File: src/i2m_pkg.sv
// Package of constants and types for the two-wire register access host.
// Assumes a 250 MHz system clock and a slave that answers with a fixed 1001 address prefix.
package i2m_pkg;
   // System clock period and the quarter of one bus bit period (400 kHz bus).
   localparam int CLK_PERIOD_NS = 4;
   localparam int T_QUARTER_NS  = 625;
   // A quarter bit is a least time, so the cycle count rounds up.
   localparam logic [7:0] QUARTER_CYC =
      8'((T_QUARTER_NS + CLK_PERIOD_NS - 1) / CLK_PERIOD_NS);
   // Fixed upper four bits of the slave address.
   localparam logic [3:0] ADDR_PREFIX = 4'h9;
   // Bit index of the acknowledge slot within a nine-bit byte frame.
   localparam logic [3:0] ACK_SLOT = 4'h8;
   // Bit index of the last data bit of a byte.
   localparam logic [3:0] LAST_DATA_BIT = 4'h7;
   // Reset values of the bus levels: both lines released high.
   localparam logic LINE_IDLE = 1'b1;
   // Operations that the bit engine carries out, each four quarter bits long.
   typedef enum logic [1:0] {
      OP_START,
      OP_STOP,
      OP_BIT
   } i2m_op_type;
   // Transfer kinds that the user may request.
   typedef enum logic [1:0] {
      KIND_WRITE    = 2'h0,
      KIND_SET_ADDR = 2'h1,
      KIND_RECEIVE  = 2'h2,
      KIND_COMBINED = 2'h3
   } i2m_kind_type;
endpackage

File: src/i2m_bit_if.sv
// Interface between the byte sequencer and the bit engine of the host.
// Assumes both ends run on the same clock; req is a level held until done.
`timescale 1ns/10ps
interface i2m_bit_if;
   logic               req;     // Operation pending.
   i2m_pkg::i2m_op_type op;     // Operation to run.
   logic               tx_bit;  // Level to put on the data line for a bit.
   logic               done;    // One-cycle pulse at the end of an operation.
   logic               rx_bit;  // Data line level sampled in the clock high phase.
   modport ctl (output req, output op, output tx_bit, input done, input rx_bit);
   modport eng (input req, input op, input tx_bit, output done, output rx_bit);
endinterface

File: src/i2m_bit_engine.sv
// Bit engine of the two-wire host: makes start, stop and single bit frames on the pins.
// Assumes open-drain pins resolved outside; scl_i and sda_i come from the pins, unsynchronised.
`timescale 1ns/10ps
module i2m_bit_engine (
   input  wire logic clk,
   input  wire logic reset_n,
   input  wire logic ce,
   i2m_bit_if.eng    bus,
   input  wire logic scl_i,
   output logic      scl_o,
   output logic      scl_oe,
   input  wire logic sda_i,
   output logic      sda_o,
   output logic      sda_oe
);
   logic                scl_s1_r, scl_s2_r;   // Clock pin synchroniser.
   logic                sda_s1_r, sda_s2_r;   // Data pin synchroniser.
   logic                busy_r;               // An operation is running.
   logic [1:0]          phase_r;              // Quarter bit within the operation.
   logic [7:0]          cnt_r;                // Cycles within the quarter bit.
   i2m_pkg::i2m_op_type op_r;                 // Operation being run.
   logic                tx_r;                 // Data level for a bit operation.
   logic                scl_lvl_r, sda_lvl_r; // Levels the host wants on the lines.
   logic                rx_r;                 // Sampled data bit.
   logic                step;                 // The current quarter bit has ended.

   // Line levels {scl, sda} for each quarter of each operation.
   function automatic logic [1:0] lv(i2m_pkg::i2m_op_type op, logic [1:0] ph, logic tx);
      logic [1:0] r;
      r = {1'b0, tx};
      case (op)
         i2m_pkg::OP_START: r = (ph == 2'h0) ? 2'h1 : (ph == 2'h1) ? 2'h3 :
                                (ph == 2'h2) ? 2'h2 : 2'h0;
         i2m_pkg::OP_STOP:  r = (ph == 2'h0) ? 2'h0 : (ph == 2'h1) ? 2'h2 : 2'h3;
         default:           r = {(ph == 2'h1) || (ph == 2'h2), tx};
      endcase
      return r;
   endfunction

   // Two flip-flops on each pin before anything reads it.
   always_ff @(posedge clk or negedge reset_n) begin
      if (!reset_n) begin
         {scl_s1_r, scl_s2_r, sda_s1_r, sda_s2_r} <= 4'hF;
      end else if (ce) begin
         scl_s1_r <= scl_i;
         scl_s2_r <= scl_s1_r;
         sda_s1_r <= sda_i;
         sda_s2_r <= sda_s1_r;
      end
   end

   // A quarter ends only once the clock line really shows our level, so a
   // slave that holds the clock low simply stretches the bit.
   assign step = busy_r && (scl_s2_r == scl_lvl_r) && (cnt_r == i2m_pkg::QUARTER_CYC - 8'h01);
   assign bus.done   = ce && step && (phase_r == 2'h3);
   assign bus.rx_bit = rx_r;

   // Operation sequencing through four quarter bits.
   always_ff @(posedge clk or negedge reset_n) begin
      if (!reset_n) begin
         busy_r    <= 1'b0;
         phase_r   <= 2'h0;
         cnt_r     <= 8'h00;
         op_r      <= i2m_pkg::OP_BIT;
         tx_r      <= 1'b1;
         scl_lvl_r <= i2m_pkg::LINE_IDLE;
         sda_lvl_r <= i2m_pkg::LINE_IDLE;
      end else if (ce) begin
         if (!busy_r) begin
            // Take a new operation; its first quarter starts at once.
            if (bus.req) begin
               busy_r                 <= 1'b1;
               op_r                   <= bus.op;
               tx_r                   <= bus.tx_bit;
               phase_r                <= 2'h0;
               cnt_r                  <= 8'h00;
               {scl_lvl_r, sda_lvl_r} <= lv(bus.op, 2'h0, bus.tx_bit);
            end
         end else if (step) begin
            cnt_r <= 8'h00;
            if (phase_r == 2'h3) begin
               busy_r <= 1'b0;
            end else begin
               phase_r                <= phase_r + 2'h1;
               {scl_lvl_r, sda_lvl_r} <= lv(op_r, phase_r + 2'h1, tx_r);
            end
         end else if (scl_s2_r == scl_lvl_r) begin
            cnt_r <= cnt_r + 8'h01;
         end
      end
   end

   // The data line is sampled at the end of the second clock high quarter.
   always_ff @(posedge clk or negedge reset_n) begin
      if (!reset_n) begin
         rx_r <= 1'b1;
      end else if (ce && step && phase_r == 2'h2) begin
         rx_r <= sda_s2_r;
      end
   end

   // Open drain: the enable is high only while a line is pulled low.
   assign scl_o  = 1'b0;
   assign sda_o  = 1'b0;
   assign scl_oe = !scl_lvl_r;
   assign sda_oe = !sda_lvl_r;
endmodule

File: src/i2m_host.sv
// Host controller that reads and writes the byte register space of a two-wire slave.
// Assumes open-drain pins resolved outside and a user that streams write bytes on request.
//
// Summary of operation
// - Data changes only while the clock is low; start and stop change it with the clock high.
// - Every transfer opens with a start condition.
// - Every transfer closes with a stop condition.
// - Bytes are eight bits, MSB first, then acknowledge.
// - Receiver acknowledges by pulling data low.
// - Released data in the ninth pulse means no-acknowledge.
// - First byte: seven address bits plus direction bit.
// - Write sends register address, high byte first.
// - Address-only write sets the read start address.
// - Combined read: address write, repeated start, read.
// - Master pulls data low, then releases for stop.
`timescale 1ns/10ps
module i2m_host (
   input  wire logic                  clk,
   input  wire logic                  reset_n,
   input  wire logic                  ce,
   input  wire logic                  cmd_valid,
   output logic                       cmd_ready,
   input  wire i2m_pkg::i2m_kind_type cmd_kind,
   input  wire logic [15:0]           cmd_reg_addr,
   input  wire logic [15:0]           cmd_rd_count,
   input  wire logic                  wr_valid,
   output logic                       wr_ready,
   input  wire logic [7:0]            wr_data,
   input  wire logic                  wr_last,
   output logic                       rd_valid,
   output logic [7:0]                 rd_data,
   output logic                       rd_last,
   output logic                       busy,
   output logic                       xfer_done,
   output logic                       xfer_nack,
   input  wire logic                  strap_pin_addr_bit0,
   input  wire logic                  strap_pin_addr_bit1,
   input  wire logic                  strap_pin_addr_bit2,
   input  wire logic                  scl_i,
   output logic                       scl_o,
   output logic                       scl_oe,
   input  wire logic                  sda_i,
   output logic                       sda_o,
   output logic                       sda_oe
);
   // Byte sequencer states.
   typedef enum logic [3:0] {
      ST_IDLE,
      ST_START,
      ST_ADDR,
      ST_REGHI,
      ST_REGLO,
      ST_WLOAD,
      ST_WDATA,
      ST_RSTART,
      ST_RADDR,
      ST_RDATA,
      ST_STOP
   } i2m_state_type;

   i2m_bit_if             bus ();         // Link to the bit engine.
   i2m_state_type         state_r;        // Sequencer state.
   i2m_pkg::i2m_kind_type kind_r;         // Kind of the running transfer.
   logic [15:0]           reg_addr_r;     // Register address to send.
   logic [15:0]           rd_left_r;      // Read bytes still to come after this one.
   logic [7:0]            shift_r;        // Byte being sent or received.
   logic [3:0]            bit_cnt_r;      // Bit within the byte, eight is the acknowledge.
   logic                  last_r;         // The byte being written is the last.
   logic [2:0]            strap_s1_r;     // Strap pins, first synchroniser stage.
   logic [2:0]            strap_s2_r;     // Strap pins, second synchroniser stage.
   logic                  rd_valid_r;     // Read byte strobe.
   logic [7:0]            rd_data_r;      // Read byte.
   logic                  rd_last_r;      // Read byte is the final one.
   logic                  done_r;         // Transfer finished strobe.
   logic                  nack_r;         // Last transfer was refused.
   logic                  is_rd_dir;      // Address byte carries the read direction.
   logic [7:0]            slave_byte;     // Address byte for the current phase.

   // States that send a byte and read back its acknowledge.
   function automatic logic is_send(i2m_state_type s);
      return (s == ST_ADDR) || (s == ST_REGHI) || (s == ST_REGLO) ||
             (s == ST_WDATA) || (s == ST_RADDR);
   endfunction

   // The strap pins come from outside and pass two flip-flops.
   always_ff @(posedge clk or negedge reset_n) begin
      if (!reset_n) begin
         strap_s1_r <= 3'h0;
         strap_s2_r <= 3'h0;
      end else if (ce) begin
         strap_s1_r <= {strap_pin_addr_bit2, strap_pin_addr_bit1, strap_pin_addr_bit0};
         strap_s2_r <= strap_s1_r;
      end
   end

   // Slave address byte: fixed prefix, strap bits, then the direction bit.
   assign is_rd_dir  = (state_r == ST_RSTART) || (kind_r == i2m_pkg::KIND_RECEIVE);
   assign slave_byte = {i2m_pkg::ADDR_PREFIX, strap_s2_r, is_rd_dir};

   // Requests to the bit engine follow the state directly.
   always_comb begin
      bus.req    = (state_r != ST_IDLE) && (state_r != ST_WLOAD);
      bus.op     = i2m_pkg::OP_BIT;
      bus.tx_bit = 1'b1;
      if (state_r == ST_START || state_r == ST_RSTART) begin
         bus.op = i2m_pkg::OP_START;
      end else if (state_r == ST_STOP) begin
         bus.op = i2m_pkg::OP_STOP;
      end else if (state_r == ST_RDATA) begin
         // Acknowledge every read byte except the last, which is refused.
         bus.tx_bit = (bit_cnt_r == i2m_pkg::ACK_SLOT) ? (rd_left_r == 16'h0000) : 1'b1;
      end else if (is_send(state_r)) begin
         // Data MSB first, then release the line for the slave's answer.
         bus.tx_bit = (bit_cnt_r == i2m_pkg::ACK_SLOT) ? 1'b1 : shift_r[7];
      end
   end

   // Byte sequencing: one step per finished bit engine operation.
   always_ff @(posedge clk or negedge reset_n) begin
      if (!reset_n) begin
         state_r    <= ST_IDLE;
         kind_r     <= i2m_pkg::KIND_WRITE;
         reg_addr_r <= 16'h0000;
         rd_left_r  <= 16'h0000;
         shift_r    <= 8'h00;
         bit_cnt_r  <= 4'h0;
         last_r     <= 1'b0;
      end else if (ce) begin
         case (state_r)
            ST_IDLE: begin
               if (cmd_valid) begin
                  kind_r     <= cmd_kind;
                  reg_addr_r <= cmd_reg_addr;
                  rd_left_r  <= cmd_rd_count;
                  state_r    <= ST_START;
               end
            end
            ST_START, ST_RSTART: begin
               if (bus.done) begin
                  shift_r   <= slave_byte;
                  bit_cnt_r <= 4'h0;
                  state_r   <= (state_r == ST_RSTART) ? ST_RADDR : ST_ADDR;
               end
            end
            ST_WLOAD: begin
               // Write data is streamed; there is no limit on the count.
               if (wr_valid) begin
                  shift_r <= wr_data;
                  last_r  <= wr_last;
                  state_r <= ST_WDATA;
               end
            end
            ST_RDATA: begin
               if (bus.done) begin
                  if (bit_cnt_r != i2m_pkg::ACK_SLOT) begin
                     shift_r   <= {shift_r[6:0], bus.rx_bit};
                     bit_cnt_r <= bit_cnt_r + 4'h1;
                  end else begin
                     bit_cnt_r <= 4'h0;
                     rd_left_r <= rd_left_r - 16'h0001;
                     // The slave lets go after the refusal, so the stop follows.
                     if (rd_left_r == 16'h0000) begin
                        state_r <= ST_STOP;
                     end
                  end
               end
            end
            ST_STOP: begin
               if (bus.done) begin
                  state_r <= ST_IDLE;
               end
            end
            default: begin
               // Byte sending states.
               if (bus.done) begin
                  if (bit_cnt_r != i2m_pkg::ACK_SLOT) begin
                     shift_r   <= {shift_r[6:0], 1'b0};
                     bit_cnt_r <= bit_cnt_r + 4'h1;
                  end else begin
                     bit_cnt_r <= 4'h0;
                     if (bus.rx_bit) begin
                        // A refused byte ends the transfer at once.
                        state_r <= ST_STOP;
                     end else begin
                        case (state_r)
                           ST_ADDR: begin
                              if (kind_r == i2m_pkg::KIND_RECEIVE) begin
                                 state_r <= ST_RDATA;
                              end else begin
                                 shift_r <= reg_addr_r[15:8];
                                 state_r <= ST_REGHI;
                              end
                           end
                           ST_REGHI: begin
                              shift_r <= reg_addr_r[7:0];
                              state_r <= ST_REGLO;
                           end
                           ST_REGLO: begin
                              if (kind_r == i2m_pkg::KIND_WRITE) begin
                                 state_r <= ST_WLOAD;
                              end else if (kind_r == i2m_pkg::KIND_COMBINED) begin
                                 state_r <= ST_RSTART;
                              end else begin
                                 state_r <= ST_STOP;
                              end
                           end
                           ST_WDATA: begin
                              state_r <= last_r ? ST_STOP : ST_WLOAD;
                           end
                           default: begin
                              state_r <= ST_RDATA;
                           end
                        endcase
                     end
                  end
               end
            end
         endcase
      end
   end

   // Read bytes are presented once their last data bit is in.
   always_ff @(posedge clk or negedge reset_n) begin
      if (!reset_n) begin
         rd_valid_r <= 1'b0;
         rd_data_r  <= 8'h00;
         rd_last_r  <= 1'b0;
      end else if (ce) begin
         rd_valid_r <= 1'b0;
         if (state_r == ST_RDATA && bus.done && bit_cnt_r == i2m_pkg::LAST_DATA_BIT) begin
            rd_valid_r <= 1'b1;
            rd_data_r  <= {shift_r[6:0], bus.rx_bit};
            rd_last_r  <= (rd_left_r == 16'h0000);
         end
      end
   end

   // Transfer status: done pulses at the end of the stop, refusal holds until
   // the next command so that software may look at it late.
   always_ff @(posedge clk or negedge reset_n) begin
      if (!reset_n) begin
         done_r <= 1'b0;
         nack_r <= 1'b0;
      end else if (ce) begin
         done_r <= (state_r == ST_STOP) && bus.done;
         if (state_r == ST_IDLE && cmd_valid) begin
            nack_r <= 1'b0;
         end else if (is_send(state_r) && bus.done && bit_cnt_r == i2m_pkg::ACK_SLOT &&
                      bus.rx_bit) begin
            nack_r <= 1'b1;
         end
      end
   end

   assign cmd_ready = ce && (state_r == ST_IDLE);
   assign wr_ready  = ce && (state_r == ST_WLOAD);
   assign busy      = (state_r != ST_IDLE);
   assign rd_valid  = rd_valid_r;
   assign rd_data   = rd_data_r;
   assign rd_last   = rd_last_r;
   assign xfer_done = done_r;
   assign xfer_nack = nack_r;

   // Bit engine owns the pins.
   i2m_bit_engine u_eng (
      .clk     (clk),
      .reset_n (reset_n),
      .ce      (ce),
      .bus     (bus.eng),
      .scl_i   (scl_i),
      .scl_o   (scl_o),
      .scl_oe  (scl_oe),
      .sda_i   (sda_i),
      .sda_o   (sda_o),
      .sda_oe  (sda_oe)
   );
endmodule

File: config.mk
export PLATFORM = sky130hd
export DESIGN_NAME = i2m_host
export DESIGN_NICKNAME = d
export VERILOG_FILES = /design/src/i2m_pkg.sv /design/src/i2m_bit_if.sv /design/src/i2m_bit_engine.sv /design/src/i2m_host.sv
export SDC_FILE = /design/constraint.sdc
export NUM_CORES = 1
export LEC_CHECK = 0
export ABC_AREA = 1
export BUFFER_PORTS_ARGS = -buffer_cell sky130_fd_sc_hd__buf_2
export CELL_PAD_IN_SITES_DETAIL_PLACEMENT = 0
export CELL_PAD_IN_SITES_GLOBAL_PLACEMENT = 1
export CORE_ASPECT_RATIO = 1.5
export CORE_MARGIN = 10
export CORE_UTILIZATION = 38
export CTS_CLUSTER_DIAMETER = 60
export DETAILED_ROUTE_END_ITERATION = 7
export MAX_ROUTING_LAYER = met4
export PLACE_DENSITY = 0.76
export SYNTH_ARGS = -nofsm -noshare
export SYNTH_HDL_FRONTEND = slang
export SYNTH_SLANG_ARGS = --single-unit
File: constraint.sdc
create_clock -name clk -period 2 [get_ports clk]
set_clock_uncertainty 0.2 [all_clocks]
set_input_delay 0.4 -clock clk [delete_from_list [all_inputs] [get_ports clk]]
set_output_delay 0.4 -clock clk [all_outputs]
set_load 0.01 [all_outputs]
## Word-level counts from Yosys, hierarchy flattened

Index checks and enable logic that the tools add are counted.

| word-level totals | value |
|---|---|
| bits of input ports | 53 |
| logic and storage cells | 194 |
| flip-flop bits (word level) | 90 |

| operators by class | value |
|---|---|
| reduce and logical (&&, ||, !) cells | 51 |
| equality and inequality tests | 38 |
| muxes and demuxes | 72 |
| add/sub/neg operators | 4 |
| bitwise logic cells | 3 |

Operators with widths:

| operator | count |
|---|---|
| 8-bit 2-to-1 mux | 12 |
| 4-bit 2-to-1 mux | 17 |
| 16-bit 2-to-1 mux | 3 |
| 16-bit one-hot mux with 2 select lines | 1 |
| 8-bit one-hot mux with 4 select lines | 1 |
| 1-bit 2-to-1 mux | 22 |
| 4-bit by 3-bit equality test with 1-bit output (second input constant) | 5 |
| 2-bit 2-to-1 mux | 10 |
| 4-bit one-hot mux with 5 select lines | 1 |
| 10-bit AND reduction | 2 |
| 2-bit inequality test (second input constant) | 9 |
| 4-bit equality test (second input constant) | 4 |
| 16-bit logical NOT | 1 |
| 4-bit one-hot mux with 4 select lines | 1 |
| 8-bit one-hot mux with 2 select lines | 1 |
| 16-bit by 1-bit subtractor with 16-bit output (second input constant) | 1 |
| 1-bit logical AND | 15 |
| 3-bit AND reduction | 5 |
| 2-bit equality test (second input constant) | 5 |
| 8-bit by 1-bit adder with 8-bit output (second input constant) | 1 |
| 4-bit by 2-bit equality test with 1-bit output (second input constant) | 2 |
| 8-bit equality test (second input constant) | 1 |
| 2-bit logical NOT | 4 |
| 4-bit inequality test (second input constant) | 2 |
| 26 further kinds | 42 |

## Depth between registers and ports, before layout

Gate-level depths: netlist (run 1).

| depth | value |
|---|---|
| depth in word-level cells | 12 |
| gate-level depth with buffers | 12 |
| depth with buffers taken out | 12 |

## Hierarchy

A second synthesis (run 1) with hierarchy kept.

| unflattened totals | value |
|---|---|
| cells, all modules | 778 |
| area total of the unflattened synthesis | 5471.5 µm² |

By module, submodules not included:

| module | times used | cells each | area an instance (µm²) | sequential area each (µm²) |
|---|---|---|---|---|
| i2m_host | 1 | 605 | 4146.5 | 1726.7 |
| i2m_bit_engine | 1 | 173 | 1325.0 | 536.8 |

## Worst setup path after synthesis (run 1)

Ideal clock, no wire load.

| timing | value |
|---|---|
| path kind | register to register |
| start point | register bit_cnt_r[0] |
| end point | register rd_left_r[5] |
| buffers on the path | 1 |
| path slack | 156 ps |
| stages on the path, launching flop included | 11 |
| library setup time | 123 ps |
| arrival time | 1520 ps |
| period minus slack after synthesis | 1844 ps |
| cells stage by stage | dfrtp_1 inv_1 ha_1 nand3_1 nand3_1 nand3_1 a21oi_2 nand2_4 buf_6 nand2_1 o21ai_2 |

| between the ends | value |
|---|---|
| longest elaborated chain between the ends | 3 |

RTL lines:

| what | RTL line | text |
|---|---|---|
| start: declaration | i2m_host.sv:67 | `logic [3:0] bit_cnt_r;` |
| start signal: assignment | i2m_host.sv:157 | `bit_cnt_r <= bit_cnt_r + 4'h1;` |
| start signal: assignment | i2m_host.sv:178 | `bit_cnt_r <= bit_cnt_r + 4'h1;` |
| 4-bit inequality test | i2m_host.sv:155 | `if (bit_cnt_r != i2m_pkg::ACK_SLOT) begin` |
| 2-bit inequality test (no line) | -- |  |
| 5-bit AND reduction (no line) | -- |  |
| end signal: assignment | i2m_host.sv:134 | `rd_left_r <= cmd_rd_count;` |
| end signal: assignment | i2m_host.sv:160 | `rd_left_r <= rd_left_r - 16'h0001;` |
| end: declaration | i2m_host.sv:65 | `logic [15:0] rd_left_r;` |

Every way passes these cells.
A chain may end at the register's enable or synchronous reset.

## Worst setup path in the final report (run 1)

| timing | value |
|---|---|
| start point | register state_r[1] |
| end point | output wr_ready |

| between the ends | value |
|---|---|
| longest elaborated chain between the ends | 2 |

RTL lines:

| what | RTL line | text |
|---|---|---|
| start: declaration | i2m_host.sv:62 | `i2m_state_type state_r;` |
| start signal: assignment | i2m_host.sv:142 | `state_r <= (state_r == ST_RSTART) ? ST_RADDR : ST_ADDR;` |
| start signal: assignment | i2m_host.sv:208 | `state_r <= last_r ? ST_STOP : ST_WLOAD;` |
| 4-bit by 3-bit equality test with 1-bit output | i2m_host.sv:256 | `assign wr_ready = ce && (state_r == ST_WLOAD);` |
| 1-bit logical AND | i2m_host.sv:256 |  |
| end: declaration | i2m_host.sv:27 | `output logic wr_ready,` |

Every way passes these cells.

==> qor.yml, run 1 <==
finish.instance_area_um2: 6763
worstPathCellList: "buf_12, nor2_4, nand2_4, nor2_4, buf_6"
reg2reg_from: "state_r[1]"
internal_power_mw: 4.507
wl_mm: 15.34
r2r_slack_ns: 0.05
critPathLaunchType: "flop"
worst_slack_ns: 0.0006362
cts_tree: "done"
worst-path-buf-inv: 2
crit_family: "flip-flops"
ys_ff_latch: 90
hold_path_end: "reg_addr_r[6]"
grt_use_total_pct: 16.02
grt_pass1_vias: 5154
netSwitchingFraction_pct: 41.93
leakagePower_nw: 3.517
syn_area_um2: 5398
drv_slew: 0
grt_pass1_wl_mm: 25.15
irDropWorstVdd_v: 0.0004178
postPlaceCellArea_um2: 6161
finalNetCount: 920
arrival_ns: 1.40
die_h_um: 166.0
grt_max_degree: 56
drc: 0
seqPwrFrac_pct: 34.8
final_common_cell: "nand2_1"
hold_start: "cmd_reg_addr[6]"
clock_latency_ns: 0.36
synthCells: 739
gp_congestion: 0.9767
hold_viol: 0
max_freq_mhz: 500.2
cts_max_level: 3
yosys_most_used_dff: "dfrtp_1"
fin_util_pct: 48.33
core.rowCount: 53
cts_buffers: 9
antenna_cells: 0
mostFrequentLayoutCells: "nand2_1, dfrtp_1, buf_2"
antenna_left: 0
net-switching-power_mw: 3.254
dp.final_hpwl_mm: 11.66
drtIter0Drc: 165
crit_type: "reg2out"
rsz0062_at_grt: "yes"
antenna_found_initial: 0
max_stage_delay_ns: 0.46
crit_slowest_cell: "dfrtp_2"
total_power_mw: 7.762
die_w_um: 117.3
holdPathStages: 3
viasPerCell: 4.793
fillCellCount: 1455
cts_sinks: 90
period_share_pct: 99.97
fin_hold_ws_ns: 0.03931
post-place-ws_ns: -0.01417
pin_count: 72
maxCapViolations: 0
rr_endpoint: "rd_left_r[1]"
hold_class: "in2reg"
synth.distinct_cells: 44
layout-drive-gt1-share_pct: 27.15
cts_buffer_depth: 2
wl_per_cell_um: 14.55
first_pass_iters: 4
clock-root-buffer: "clkbuf_16"
worstSetupEndpointType: "output port"
core_area_um2: 13990
async_reset_ff_share_pct: 100.0
synth-edff-count: 0
cp.required_ns: 1.40
p_clk_share_pct: 21.3
combinationalPowerShare_pct: 43.9
p_per_area_nw_per_um2: 1148
crit_path_max_fanout: 3
ys_warn_count: 0
grt_overflow: 0
clk_pin_slew_ns: 0.07
io_buffers: 69
status: "completed"
setup_viol: 0
avgSynthCellArea_um2: 7.304
initial_core_util_pct: 38.58
crit_path_frequent_cell: "nor2_4"
vias: 5052
min_period_ns: 1.999
yosysSeqAreaShare_pct: 41.93
die_area_um2: 19470
reg2reg_depth: 9
syn2layout_area_growth_pct: 25.29
==> metal layers <==
layer,track usage [%],vias up,wire length [µm]
li1,-,2570,-
met1,17.87,2388,6582
met2,28.66,79,8253
met3,2.654,15,332
met4,4.478,0,168
met5,-,-,0
==> logic make-up (layout without fill, tap and decap cells) <==
logic type / after synthesis / in the layout / share of synthesized area (%)
AOI/OAI and AO/OA: 92 / 92 / 10.15
and+or+nand+nor: 444 / 445 / 36.23
xor gates and xnor gates: 8 / 8 / 1.298
other: 1 / 2 / 0.06947
adders and majority gates: 10 / 10 / 2.318
muxes: 4 / 4 / 0.7650
buffers and inverters: 90 / 211 / 7.232
DFF: 90 / 90 / 41.93
==> per-stage QoR <==
stage | std cells | TNS (ns)
after global routing | 1054 | -0.8312
after CTS | 1049 | 0
after global placement | 1020 | 0
after detailed placement | 1020 | -0.06031
after floorplan | 740 | 0
final | 1054 | 0
==> synth_stat cells, types with 5 or more instances <==
master / number / share of area (%)
o21ai_1: 8 / 0.74
nand2_2: 14 / 1.6
o21ai_0: 41 / 3.8
buf_2: 8 / 0.74
nand4_1: 7 / 0.81
dfstp_2: 9 / 4.4
dfrtp_1: 81 / 38
nand2_1: 288 / 20
nand3_1: 45 / 4.2
nor3_1: 6 / 0.56
nor2_1: 55 / 3.8
nor2_2: 7 / 0.81
a21oi_1: 17 / 1.6
o21ai_2: 15 / 2.4
inv_1: 61 / 4.2
nor2_4: 5 / 1.0
inv_2: 9 / 0.63
ha_1: 10 / 2.3
==> timing repair <==
item / 4_1_cts / 5_1_grt
pin swaps: 10 / 12
endpoints found under the setup margin: 24 / 50
hold buffers: 1 / 0
resized for setup: 19 / 28
buffers inserted: 11 / 6
cloned: 1 / 0
hold endpoints to repair: 17 / 0
==> area by class of cell <==
class	instances	area [µm²]	share of cell area [%]
inverters	73	279.0	4.126
well taps	192	240.2	3.552
repair buffers	122	800.8	11.84
multi-input cells	561	2894	42.79
clock inverters	6	51.30	0.7586
flip-flops and latches	90	2268	33.54
clock buffers	10	229.0	3.386
==> tightest hold or removal path, stage by stage <==
cell and delay (ns):
buf_2 0.07, nand2_1 0.04, nand2_1 0.04
==> power groups by stage <==
stage	Clock (mW)	Combinational [mW]	Sequential, mW
global route	1.78	3.81	2.76
finish	1.65	3.41	2.70
detailed placement	0	3.01	2.73
global placement	0	2.96	2.71
CTS	1.71	3.28	2.69
floorplan	0	2.15	2.63
==> how the worst max path moves through the flow <==
stage                     from             to  slack [ns]  cells past startpoint
4_1_cts             state_r[1]       wr_ready        0.01                      5
2_1_floorplan     bit_cnt_r[0]   rd_left_r[5]        0.16                     10
5_1_grt         u_eng.cnt_r[0]     shift_r[1]       -0.06                     13
3_5_place_dp   u_eng.scl_lvl_r   bit_cnt_r[3]       -0.01                      9
6_report            state_r[1]       wr_ready      0.0006                      5
3_3_place_gp        state_r[1]  rd_left_r[10]        0.02                      8
==> flip-flops by register name, indices dropped and copies added, names as in the netlist, 2 cells and up <==
register and cells:
strap_s2_r 3, u_eng.op_r 2, kind_r 2, strap_s1_r 3, bit_cnt_r 4, reg_addr_r 16, u_eng.cnt_r 8, rd_data 8
u_eng.phase_r 2, shift_r 8, state_r 4, rd_left_r 16
Power figures use the tool's default switching activity.
==> inputs of run 2 (changes only) <==
--- a/config.mk
+++ b/config.mk
@@ -9,13 +9,15 @@
 export BUFFER_PORTS_ARGS = -buffer_cell sky130_fd_sc_hd__buf_2
 export CELL_PAD_IN_SITES_DETAIL_PLACEMENT = 0
 export CELL_PAD_IN_SITES_GLOBAL_PLACEMENT = 1
-export CORE_ASPECT_RATIO = 1.5
+export CORE_ASPECT_RATIO = 0.6
 export CORE_MARGIN = 10
 export CORE_UTILIZATION = 38
 export CTS_CLUSTER_DIAMETER = 60
 export DETAILED_ROUTE_END_ITERATION = 7
+export GPL_TIMING_DRIVEN = 0
 export MAX_ROUTING_LAYER = met4
 export PLACE_DENSITY = 0.76
+export SLEW_MARGIN = 20
 export SYNTH_ARGS = -nofsm -noshare
 export SYNTH_HDL_FRONTEND = slang
 export SYNTH_SLANG_ARGS = --single-unit
==> qor.yml, run 2 (synthesis results as in run 1) <==
grt_use_total_pct: 16.35
grt_overflow: 0
holdPathStages: 3
worst_slack_ns: 0.04271
arrival_ns: 2.01
gp_congestion: 0.8893
period_share_pct: 97.86
clock_latency_ns: 0.34
worstSetupEndpointType: "flop"
crit_path_max_fanout: 6
drv_slew: 0
p_per_area_nw_per_um2: 1135
rsz0062_at_grt: "yes"
crit_family: "simple AND/OR/NAND/NOR gates"
total_power_mw: 7.566
hold_viol: 0
worst-path-buf-inv: 2
max_freq_mhz: 510.9
reg2reg_depth: 8
antenna_cells: 0
leakagePower_nw: 3.461
die_area_um2: 19530
post-place-ws_ns: -0.2574
fillCellCount: 1364
fin_util_pct: 48.36
wl_per_cell_um: 14.99
antenna_left: 0
die_w_um: 173.9
tightest_slew_ns: 0.5073
first_pass_iters: 7
maxCapViolations: 0
finish.instance_area_um2: 6669
hold_class: "in2reg"
slew_headroom_pct: 66.18
multiInputGateArea_um2: 2880
postPlaceCellArea_um2: 6016
cts_sinks: 90
wl_mm: 15.62
dp.final_hpwl_mm: 11.64
drc: 0
die_h_um: 112.3
clock-root-buffer: "clkbuf_16"
max_stage_delay_ns: 0.47
cts_buffer_depth: 2
cp.required_ns: 2.06
seqCellArea_um2: 2268
grt_pass1_vias: 5001
cts_max_level: 3
critPathLaunchType: "flop"
core_area_um2: 13790
viasPerCell: 4.873
clk_pin_slew_ns: 0.07
antenna_found_initial: 0
irDropWorstVdd_v: 0.0004220
core.rowCount: 33
crit_cells: 8
finalNetCount: 909
cts_tree: "done"
vias: 5078
drtIter0Drc: 351
grt_max_degree: 68
io_buffers: 68
top_regs: "rd_left_r: 16 flops, reg_addr_r: 16 flops"
crit_slowest_cell: "dfrtp_2"
layout-drive-gt1-share_pct: 26.12
min_period_ns: 1.957
setup_viol: 0
crit_type: "reg2reg"
initial_core_util_pct: 39.14
final_common_cell: "nand2_1"
mostFrequentLayoutCells: "nand2_1, dfrtp_1, buf_2"
worstPathCellList: "buf_4, inv_2, nor2_4, nand2_2, nand3_1, nor2_2, nand2_1, a21oi_1"
cts_buffers: 9
syn2layout_area_growth_pct: 23.55
pin_count: 72
grt_pass1_wl_mm: 25.72
status: "completed"
[run 2: cell count changes in the layout (fill, tap and decap cells not counted), moves of 3 or more]
| cell | change |
|---|---|
| buf_4 | -24 |
| buf_2 | +6 |
| clkinv_4 | -4 |
| nand2_1 | +4 |
| nand2_2 | -4 |
| nor2_1 | -3 |
[run 2: where the power goes]
part	total, mW	switching [mW]	internal [mW]	leakage [nW]
Combinational	3.25	2.04	1.21	2.20
Clock	1.60	0.760	0.836	0.128
Sequential	2.72	0.418	2.30	1.13
Total	7.57	3.22	4.35	3.46
[run 2: layout make-up]
cell class / count / share of cell area, %
Tap cell: 192 / 3.602
Sequential cell: 90 / 34.02
Timing Repair Buffer: 95 / 9.174
Buffer: 17 / 1.857
Clock inverter: 5 / 0.4690
Inverter: 73 / 4.259
Multi-Input combinational cell: 560 / 43.19
Clock buffer: 10 / 3.433
[run 2: per-stage QoR]
stage                     hold WS, ns  setup TNS, ns  std cells
after global placement         0.2547         -57.28       1000
after global routing          0.05012        -0.5617       1042
after CTS                     0.04014              0       1029
after detailed placement      0.07863         -7.436       1001
final                         0.04509              0       1042
after floorplan              -0.09559              0        740
[run 2: worst reg2reg max path, stage by stage, from the launching register on]
cell     delay (ns)
dfrtp_2        0.47
buf_4          0.16
inv_2          0.08
nor2_4         0.06
nand2_2        0.13
nand3_1        0.22
nor2_2         0.27
nand2_1        0.10
a21oi_1        0.18
[run 2: routing by layer]
metal / share of wire (%) / track usage [%] / routed length [µm] / vias up
met3: 4.2 / 3.046 / 663 / 13
met2: 41 / 23.10 / 6451 / 116
met5: 0 / - / 0 / -
li1: - / - / - / 2550
met1: 54 / 23.74 / 8372 / 2399
met4: 0.82 / 3.233 / 128 / 0
[run 2: path summary, 6_finish.rpt]
check                           slack, ns              end             start
max in group asynchronous            0.66  u_eng.scl_lvl_r           reset_n
worst min-delay path                 0.05   reg_addr_r[10]  cmd_reg_addr[10]
worst max register to register       0.04     bit_cnt_r[0]        state_r[3]
worst max-delay path                 0.04     bit_cnt_r[0]        state_r[3]
worst min register to register       0.27   u_eng.scl_s1_r    u_eng.scl_s1_r
min in group asynchronous            0.27   reg_addr_r[15]           reset_n
[run 2: repair_timing]
item | 4_1_cts | 5_1_grt
endpoints found under the setup margin | 46 | 52
endpoints found under the hold margin | 23 | 0
hold buffers | 1 | 0
gates resized for setup | 21 | 31
buffers inserted | 12 | 13
gates cloned | 0 | 0
pin swaps | 6 | 12
==> inputs of run 3 (changes only) <==
--- a/config.mk
+++ b/config.mk
@@ -6,6 +6,7 @@
 export NUM_CORES = 1
 export LEC_CHECK = 0
 export ABC_AREA = 1
+export ABC_CLOCK_PERIOD_IN_PS = 2000
 export BUFFER_PORTS_ARGS = -buffer_cell sky130_fd_sc_hd__buf_2
 export CELL_PAD_IN_SITES_DETAIL_PLACEMENT = 0
 export CELL_PAD_IN_SITES_GLOBAL_PLACEMENT = 1
@@ -16,8 +17,9 @@
 export DETAILED_ROUTE_END_ITERATION = 7
 export GPL_TIMING_DRIVEN = 0
 export MAX_ROUTING_LAYER = met4
-export PLACE_DENSITY = 0.76
+export PLACE_DENSITY = 0.77
 export SLEW_MARGIN = 20
 export SYNTH_ARGS = -nofsm -noshare
 export SYNTH_HDL_FRONTEND = slang
+export SYNTH_HIERARCHICAL = 1
 export SYNTH_SLANG_ARGS = --single-unit
==> qor.yml, run 3 <==
place_inst: 1041
status: "finished with violations"
synth.distinct_cells: 39
period_share_pct: 110.8
grt_use_total_pct: 17.44
cts_buffers: 9
p_clk_share_pct: 18.6
synthCells: 778
cp.required_ns: 2.03
cp-startpoint: "u_eng/cnt_r[0]"
synth_area_leaders: "dfrtp_1, nand2_1, inv_1"
drc: 0
core.rowCount: 33
internal_power_mw: 5.184
die_w_um: 174.9
clock_latency_ns: 0.34
synth-edff-count: 0
synth_common_cells: "nand2_1, dfrtp_1, inv_1"
yosys_most_used_dff: "dfrtp_1"
cts_max_level: 3
antenna_left: 0
die_h_um: 112.9
vias: 5441
antenna_found_initial: 0
ys_warn_count: 6
grt_pass1_vias: 5188
viasPerCell: 4.920
topRoutingLayerUsed: "met4"
avgSynthCellArea_um2: 7.033
fillCellCount: 1335
crit_path_max_fanout: 7
crit_type: "reg2reg"
drtIter0Drc: 457
critPathLaunchType: "flop"
antenna_cells: 0
arrival_ns: 2.24
ys_ff_latch: 90
grt_max_degree: 75
hold_start: "cmd_reg_addr[7]"
tightest_slew_ns: 0.5370
wl_mm: 17.05
dr_wl_met3_mm: 1.013
cts_tree: "done"
synth.most_common_cell: "nand2_1"
finish.instance_area_um2: 7400
min_period_ns: 2.217
rsz0062_at_grt: "yes"
setup_viol: 39
slew_headroom_pct: 64.20
initial_core_util_pct: 39.44
layout-drive-gt1-share_pct: 32.28
violations: "setup timing"
finalNetCount: 974
die_area_um2: 19760
top_regs: "rd_left_r: 16 flops, reg_addr_r: 16 flops"
yosysTopAreaCellShare_pct: 37.05
clock-root-buffer: "clkbuf_16"
stdcell_count: 1106
mostFrequentLayoutCells: "nand2_1, dfrtp_1, buf_2"
cts_buffer_depth: 2
postPlaceCellArea_um2: 6112
clk_pin_slew_ns: 0.07
core_area_um2: 13870
wl_per_cell_um: 15.42
fin_hold_ws_ns: 0.05396
maxCapViolations: 0
grt_overflow: 0
dr_wl_met2_mm: 6.904
io_buffers: 69
max_freq_mhz: 451.1
p_per_area_nw_per_um2: 1238
final_common_cell: "nand2_1"
seqPwrFrac_pct: 31.5
syn2layout_area_growth_pct: 35.24
yosysSeqAreaShare_pct: 41.37
hold_class: "in2reg"
reg2reg_from: "u_eng/cnt_r[0]"
pin_count: 72
dp.final_hpwl_mm: 12.07
grt_pass1_wl_mm: 27.23
wl_met1_mm: 9.060
yosys.area.top_type: "dfrtp_1"
combinationalPowerShare_pct: 49.9
hold_viol: 0
irDropWorstVdd_v: 0.0004493
leakagePower_nw: 3.745
worst_slack_ns: -0.2168
first_pass_iters: 5
syn_area_um2: 5471
gp_congestion: 0.8728
async_reset_ff_share_pct: 100.0
drv_slew: 0
net-switching-power_mw: 3.980
netSwitchingFraction_pct: 43.43
cts_sinks: 90
worstSetupEndpointType: "flop"
-- run 3: cell count changes after synthesis, sizes merged, moves of 2 or more --
cell / previous run / this run
a21boi: 2 / 0
clkbuf: 3 / 5
clkinv: 3 / 1
inv: 70 / 86
mux2i: 3 / 0
nand2: 306 / 313
nand3: 49 / 53
nand4: 7 / 11
nor2: 68 / 91
nor3: 6 / 1
o211ai: 2 / 0
o21ai: 64 / 66
xnor2: 4 / 1
-- run 3: logic make-up after synthesis --
| family | after synthesis | synth area share [%] |
|---|---|---|
| xor gates and xnor gates | 4 | 0.6404 |
| AOI/OAI and AO/OA | 93 | 9.102 |
| other | 1 | 0.06854 |
| adders and majority gates | 11 | 2.515 |
| buffers and inverters | 105 | 8.072 |
| and+or+nand+nor | 474 | 38.23 |
| DFF | 90 | 41.37 |
-- run 3: final cells by class --
type	instances	area [µm²]	area share [%]
multi-input cells	585	3226	43.59
flip-flops and latches	90	2271	30.69
repair buffers	120	879.6	11.89
inverters	87	361.6	4.887
well taps	192	240.2	3.247
clock buffers	10	239.0	3.230
plain buffers	17	127.6	1.725
clock inverters	5	55.05	0.7440
-- run 3: metrics by stage --
stage	setup slack, ns	total power [mW]	utilization (%)	setup TNS (ns)
CTS	-0.2582	8.526	50.07	-7.497
global route	-0.3206	9.881	53.34	-10.47
global placement	-0.6044	6.114	43.81	-66.86
detailed placement	-0.5526	6.172	44.06	-18.40
finish	-0.2168	9.164	53.34	-6.648
floorplan	-0.08487	5.222	-	-1.112
-- run 3: worst paths after layout --
check	end	slack, ns	cells past startpoint
setup / recovery	rd_left_r[7]	-0.22	12
min in group asynchronous	reg_addr_r[15]	0.25	2
hold reg to reg	u_eng/sda_lvl_r	0.26	2
max in group asynchronous	u_eng/sda_s1_r	0.69	3
setup reg to reg	rd_left_r[7]	-0.22	12
hold / removal	reg_addr_r[7]	0.05	3
-- run 3: power by group through the flow --
stage | logic, mW | registers (mW) | clock network [mW]
2_1_floorplan | 2.50 | 2.73 | 0
3_3_place_gp | 3.29 | 2.82 | 0
3_5_place_dp | 3.33 | 2.84 | 0
4_1_cts | 3.95 | 2.83 | 1.75
5_1_grt | 5.10 | 2.96 | 1.82
6_report | 4.57 | 2.89 | 1.71
-- run 3: what timing repair did --
item,in CTS,in global routing
hold endpoints to repair,16,0
hold buffers,1,0
setup endpoints to repair,65,68
resized for setup,84,81
gates cloned,3,1
pin swaps,23,33
setup buffers,22,25
-- run 3: worst max-delay path, stage by stage (launching register included) --
cell and delay [ns]:
dfrtp_1 0.40, inv_2 0.09, ha_4 0.15, nand2_4 0.05
nor2_4 0.11, nand3_4 0.09, nor3_4 0.15, inv_2 0.10
o21ai_4 0.18, nand3_4 0.21, inv_6 0.16, clkbuf_16 0.16
o21ai_1 0.05
-- run 3: per-layer routing --
| metal | GRT usage, % | vias to the layer above |
|---|---|---|
| li1 | - | 2710 |
| met1 | 26.49 | 2563 |
| met2 | 23.16 | 161 |
| met3 | 3.884 | 7 |
| met4 | 2.362 | 0 |
| met5 | - | - |
